### src/hdl/bprd_pkg.sv
// Purpose: shared constants and carriers for the bank/port/return decoder
// Assumes: 10-bit instruction words, 4-bit data path
// Notes:   opcodes of the handled instructions are fixed here
package bprd_pkg;
    localparam int        IW         = 10;
    localparam int        PCW        = 11;
    localparam int        SPW        = 3;
    localparam int        PAGEW      = 7;
    localparam int        PORTW      = 8;
    localparam logic [9:0] OP_BANKCLR = 10'h040;
    localparam logic [9:0] OP_CYCLR   = 10'h006;
    localparam logic [9:0] OP_PORTCLR = 10'h014;
    localparam logic [9:0] OP_SUBRET  = 10'h044;
    localparam logic [9:0] OP_INTRET  = 10'h046;
    localparam logic [6:0] PAGE_LOW_MASK = 7'h3F;
    localparam logic [7:0] PORT_RESET    = 8'hFF;
    localparam logic [2:0] SP_RESET      = 3'h7;

    typedef struct packed {
        logic [3:0] ptrX;
        logic [3:0] ptrY;
        logic [3:0] ptrZ;
        logic       carry;
        logic       skipPending;
        logic       nopMode;
        logic [3:0] accA;
        logic [3:0] regB;
    } bprd_ctx_t;

    typedef enum logic [1:0] {
        BPRD_IDLE,
        BPRD_SUBRET2
    } bprd_state_t;
endpackage

### src/hdl/bprd_decoder.sv
// Purpose: executes bank clear, carry clear, port bit clear and returns
// Assumes: one instruction word offered per cycle with instrValid
// Notes:   outputs are registered; ctx is the live context, savedCtx the one from entry
`timescale 1ns/100ps
module bprd_decoder #(
    parameter int DEPTH = 8
) (
    input  wire logic                       clock,
    input  wire logic                       rst_n,
    input  wire logic                       instrValid,
    input  wire logic [bprd_pkg::IW-1:0]    instrWord,
    input  wire logic [bprd_pkg::PAGEW-1:0] tablePageIn,
    input  wire logic                       tableFetch,
    input  wire logic [3:0]                 indexY,
    input  wire logic                       pushValid,
    input  wire logic [bprd_pkg::PCW-1:0]   pushPc,
    input  wire bprd_pkg::bprd_ctx_t        ctxIn,
    input  wire bprd_pkg::bprd_ctx_t        savedCtx,
    output logic [bprd_pkg::PCW-1:0]        pcOut,
    output logic                            pcLoad,
    output logic [bprd_pkg::SPW-1:0]        stackPointer,
    output logic                            bankFlag,
    output logic [bprd_pkg::PAGEW-1:0]      tablePageOut,
    output logic [bprd_pkg::PORTW-1:0]      portD,
    output bprd_pkg::bprd_ctx_t             ctxOut,
    output logic                            ctxLoad,
    output logic                            busy
);
    import bprd_pkg::*;

    // the pointer wraps by its width, so the stack must match it exactly
    if (DEPTH != (1 << SPW)) begin : g_depth_check
        $error("DEPTH must equal 2**SPW");
    end

    logic [PCW-1:0] returnStack [DEPTH];
    bprd_state_t    state;
    logic           take;
    logic           intretTake;

    assign take = instrValid && state == BPRD_IDLE;
    // a push on the same edge wins; the return is then not taken at all
    assign intretTake = take && !pushValid && instrWord == OP_INTRET;

    // no reset on the stack words: each is written before a return reads it
    always_ff @(posedge clock) begin
        if (pushValid) begin
            returnStack[SPW'(stackPointer + 3'h1)] <= pushPc;
        end
    end

    always_ff @(posedge clock or negedge rst_n) begin
        if (!rst_n) begin
            state        <= BPRD_IDLE;
            stackPointer <= SP_RESET;
            pcOut        <= '0;
            pcLoad       <= 1'b0;
            busy         <= 1'b0;
        end else begin
            pcLoad <= 1'b0;
            busy   <= 1'b0;
            unique case (state)
                BPRD_IDLE: begin
                    if (pushValid) begin
                        stackPointer <= stackPointer + 3'h1;
                    end else if (take && instrWord == OP_SUBRET) begin
                        state <= BPRD_SUBRET2;
                        busy  <= 1'b1;
                    end else if (take && instrWord == OP_INTRET) begin
                        pcOut        <= returnStack[stackPointer];
                        pcLoad       <= 1'b1;
                        stackPointer <= stackPointer - 3'h1;
                    end
                end
                BPRD_SUBRET2: begin
                    pcOut        <= returnStack[stackPointer];
                    pcLoad       <= 1'b1;
                    stackPointer <= stackPointer - 3'h1;
                    state        <= BPRD_IDLE;
                end
                // two-bit state holds codes no branch reaches; fall back to idle
                default: begin
                    state <= BPRD_IDLE;
                end
            endcase
        end
    end

    // bank flag set elsewhere in the core; reset leaves the full range open
    always_ff @(posedge clock or negedge rst_n) begin
        if (!rst_n) begin
            bankFlag <= 1'b1;
        end else if (take && instrWord == OP_BANKCLR) begin
            bankFlag <= 1'b0;
        end
    end

    always_ff @(posedge clock or negedge rst_n) begin
        if (!rst_n) begin
            tablePageOut <= '0;
        end else if (tableFetch) begin
            tablePageOut <= bankFlag ? tablePageIn
                                     : (tablePageIn & PAGE_LOW_MASK);
        end
    end

    // index above 7 is left undefined to software; hardware ignores it
    always_ff @(posedge clock or negedge rst_n) begin
        if (!rst_n) begin
            portD <= PORT_RESET;
        end else if (take && instrWord == OP_PORTCLR && indexY < 4'h8) begin
            portD[indexY[2:0]] <= 1'b0;
        end
    end

    always_ff @(posedge clock or negedge rst_n) begin
        if (!rst_n) begin
            ctxOut  <= '0;
            ctxLoad <= 1'b0;
        end else begin
            ctxLoad <= 1'b0;
            if (intretTake) begin
                ctxOut  <= savedCtx;
                ctxLoad <= 1'b1;
            end else if (take && instrWord == OP_CYCLR) begin
                ctxOut       <= ctxIn;
                ctxOut.carry <= 1'b0;
                ctxLoad      <= 1'b1;
            end
        end
    end
endmodule // bprd_decoder

### config.mk
export PLATFORM = sky130hd
export DESIGN_NAME = bprd_decoder
export DESIGN_NICKNAME = d
export VERILOG_FILES = /design/src/hdl/bprd_pkg.sv /design/src/hdl/bprd_decoder.sv
export SDC_FILE = /design/constraint.sdc
export NUM_CORES = 1
export LEC_CHECK = 0
export ABC_AREA = 0
export ABC_CLOCK_PERIOD_IN_PS = 5280
export BUFFER_PORTS_ARGS = -buffer_cell sky130_fd_sc_hd__buf_4
export CORE_ASPECT_RATIO = 0.75
export CORE_UTILIZATION = 45
export DETAILED_ROUTE_END_ITERATION = 8
export HOLD_SLACK_MARGIN = 0.1
export PLACE_DENSITY_LB_ADDON = 0.1
export REMOVE_ABC_BUFFERS = 1
export SLEW_MARGIN = 0
export SYNTH_ARGS = -nofsm -noshare
export SYNTH_HDL_FRONTEND = slang
export SYNTH_SLANG_ARGS = --single-unit
### constraint.sdc
create_clock -name clock -period 5.28 [get_ports clock]
set_input_delay 0.264 -clock clock [delete_from_list [all_inputs] [get_ports clock]]
set_output_delay 0.264 -clock clock [all_outputs]
set_load 0.05 [all_outputs]
==> summary.md <==
| Metric | Value |
|---|---|
| Result of the run | finished clean |
| Filler Cell Count | 923 |
| Dominant cell type by area after synthesis | sky130_fd_sc_hd__edfxtp_1 |
| H-tree levels | 4 |
| Remaining DRCs | 0 |
| Max clock buf depth | 2 |
| Final-report max-slew violation count | 0 |
| Classification of the worst-slack hold path | in2reg |
| Endpoint type of the worst setup path | flip-flop |
| Mapped Cells | 360 |
| Count of vias placed by the detailed router | 3,837 |
| Proportion of synthesized chip area in sequential cells | 0.6945 |
| Reg-to-reg setup timing slack | 1.87 ns |
| Crit path max fanout | 32 |
| Slack of the critical path | 1.874 ns |
| Clock-pin slew of the registers on the worst-case setup and hold paths | 0.06 ns |
| CTS Root Buffer Type | sky130_fd_sc_hd__clkbuf_16 |
| Post-Syn Area | 0.005881 mm2 |
| Max stage delay on crit path | 1.17 ns |
| Post-Syn Area per Cell | 16.34 um2 |
| Dpl ws | 1.859 ns |
| Achievable frequency | 0.2936 GHz |
| Std cell rows | 35 |
| Initial DRC Count | 273 |
| Port-buffer cells | 137 |
| Final total negative setup slack | 0 ns |
| Start-to-end type of the worst setup path | reg2reg |
| Final worst hold slack | 0.09636 ns |
| Number of nets at the end of the flow | 649 |
| Final hold violation count | 0 |
| Slew at the pin closest to its max-slew limit | 1.178 ns |
| Register share of total power | 0.445 |
| Number of endpoints failing setup at the final stage | 0 |
| Die height | 101 um |
| Antenna violations before repair | 0 |
| Total power divided by cell area | 429.1 mW/mm2 |
| Clk network pwr share | 0.340 |
| Headroom to the max-slew limit | 0.2083 |
| Kind of start point of the critical path | flip-flop |
| Diodes inserted | 0 |
| Switching component of the power | 0.9515 mW |
| Detailed Route WL | 13,160 um |
| Logic depth of the worst register-to-register path | 5 |
| Total half-perimeter wirelength after legalization and detailed placement | 8110 um |
| First-pass GRT wire length | 20,330 um |
| Part of the total power dissipated in combinational logic | 0.215 |
| Pin count of the biggest net entering global routing | 58 |
| Max stage delay cell, worst path | sky130_fd_sc_hd__dfstp_2 |
| Worst endpoint data arrival time | 3.51 ns |
| Leakage component of the power | 3.405 nW |
| Final worst path period need | 3.406 ns |
| Final GP Congestion | 0.7607 |
| Clock latency of the later-clocked register in the worst-skew pair | 0.41 ns |
| Count of unique library cells instantiated by Yosys | 43 |
| End point of the critical path | returnStack[5][5] |
| Clock tree from TritonCTS | done |
| Routed vias/inst | 5.171 |
| Layout Utilization | 0.6611 |
| Final cycle utilization of the critical path | 0.6451 |
| Average routed wire per standard cell | 17.73 um |
| Placeable Area | 0.01252 mm2 |
| Critical Path Source | stackPointer[0] |
| End of the worst register-to-register path | returnStack[5][5] |
| Maximum vdd drop | 0.3065 mV |
| Final clock skew | 0.01068 ns |
| Via count of the first global-routing pass | 3,911 |
| Cell chain of the critical path | inv_1, ha_1, nand2b_1, nor3_1, buf_4 |
| Number of synthesis warnings | 0 |
| Layout Cells excl Fill | 742 |
| Die Footprint | 0.01353 mm2 |
| Sw frac | 0.2678 |
| Worst r2r src | stackPointer[0] |
| Area growth, synth to finish | 40.81% |
| Instance count after placement with tap cells included | 649 |
| Width of the chip | 134 um |
| Total iterations of the first detailed-routing run | 5 |
| Initial core utilization | 0.4695 |
| Critical path data required time | 5.39 ns |
| Overall track demand over capacity in global routing | 0.2033 |
| RSZ-0062 raised after global routing | false |
| Pint | 2.602 mW |
| Total gr overflow | 0 |
| Post-route antenna net violation count | 0 |
| Sink count of the clock tree | 145 |
| Leading cell types by total area after synthesis | sky130_fd_sc_hd__edfxtp_1, sky130_fd_sc_hd__dfrtp_1, sky130_fd_sc_hd__mux4_2 |
| Share of layout cells above drive strength 1 | 0.4028 |
| Max-cap violations | 0 |
| I/O pin count | 139 |
| Number of register bits inferred by synthesis | 145 |
| Area share of the leading cell type in the synthesized netlist | 0.4494 |
| Total of cells resized after clock tree synthesis | 0 |
| TritonCTS Buffers | 17 |
==> flip-flops by register name (all words and copies together) (netlist names), 3 cells and up <==
register,flops
portD,8
stackPointer,3
ctxOut,23
tablePageOut,7
pcOut,11
returnStack,88
==> power groups by stage <==
stage          sequential [mW]  clock, mW  combinational, mW
2_1_floorplan             1.63          0              0.431
3_3_place_gp              1.60          0              0.728
3_5_place_dp              1.61          0              0.739
4_1_cts                   1.59       1.23              0.772
5_1_grt                   1.61       1.29              0.822
6_report                  1.58       1.21              0.763
==> cell families after synthesis <==
kind of cell | after synthesis | synth area share
flip-flops | 145 | 0.6945
AND/OR/NAND/NOR | 70 | 0.06383
AO/OA/AOI/OAI | 60 | 0.06872
multiplexers | 50 | 0.1379
buffers and inverters | 29 | 0.02489
XOR/XNOR | 4 | 0.005959
adder cells (fa/ha/maj) | 2 | 0.004255
==> per-layer routing <==
| metal | vias to the layer above | GRT usage | part of all wire |
|---|---|---|---|
| li1 | 1789 | - | - |
| met1 | 1921 | 0.2667 | 0.44 |
| met2 | 113 | 0.3336 | 0.50 |
| met3 | 14 | 0.04776 | 0.052 |
| met4 | 0 | 0.07255 | 0.011 |
| met5 | - | 0 | 0 |
==> Yosys cell counts (all sizes together) <==
library cell  number
clkbuf            10
inv                8
dfstp             12
nand3b             2
a21oi              1
nand2             29
a22oi             22
buf               11
mux4              22
o31a               1
nor2              10
or4b               1
nand3              2
or3                1
o31ai              1
o21ai             25
dfrtp             45
and2               1
nor4               4
mux2              28
edfxtp            88
nand2b             3
ha                 2
a22o               1
a311oi             1
nor3               7
nor2b              2
nand4bb            1
a31oi              2
or4                4
or2                1
xnor2              3
xor2               1
or3b               2
a21boi             6
==> cells in the final DEF (no fill, tap or decap), drive strengths merged, types with 5 or more instances in the layout <==
cell type,instances
buf,145
edfxtp,88
dlygate4sd3,61
dfrtp,45
nand2,29
mux2,28
o21ai,25
a22oi,22
mux4,22
clkbuf,19
dfstp,12
nor2,10
inv,8
nor3,7
a21boi,6
clkinv,5
==> cell type report <==
type / count / area [um2] / share of cell area
clock buffer: 19 / 432.9 / 0.05228
clock inverter: 12 / 166.4 / 0.02010
inverter: 8 / 30.03 / 0.003626
multi-input combinational: 186 / 1657 / 0.2001
sequential: 145 / 4084 / 0.4932
tap: 166 / 207.7 / 0.02508
timing repair buffer: 206 / 1703 / 0.2057
==> worst max-delay path: cells and delay by family (launching register included) <==
kind                     cells  cell delay, ns
adder cells (fa/ha/maj)      1            0.37
flip-flops                   1            1.17
buffers and inverters        2            0.43
AND/OR/NAND/NOR              2            1.14
==> worst min-delay path by stage <==
| stage | slack [ns] | depth (start not counted) | to | from |
|---|---|---|---|---|
| floorplan | -0.03 | 0 | busy | rst_n |
| global placement | 0.37 | 1 | pcOut[9] | rst_n |
| detailed placement | 0.39 | 1 | pcOut[9] | rst_n |
| CTS | 0.10 | 3 | ctxOut[1] | savedCtx[1] |
| global route | 0.10 | 3 | ctxOut[1] | savedCtx[1] |
| finish | 0.1 | 3 | ctxOut[20] | savedCtx[20] |
==> per-stage QoR <==
step / area, um2 / power (mW)
2_1_floorplan: 5764 / 2.064
3_3_place_gp: 7059 / 2.329
3_5_place_dp: 7059 / 2.351
4_1_cts: 8269 / 3.594
5_1_grt: 8280 / 3.721
6_report: 8280 / 3.553
==> what timing repair did <==
item / CTS / global route
endpoints found under the hold margin: 164 / 0
hold buffers: 61 / 0
buffers inserted: 0 / 0
Note: power is estimated with default switching activity, not from simulation.
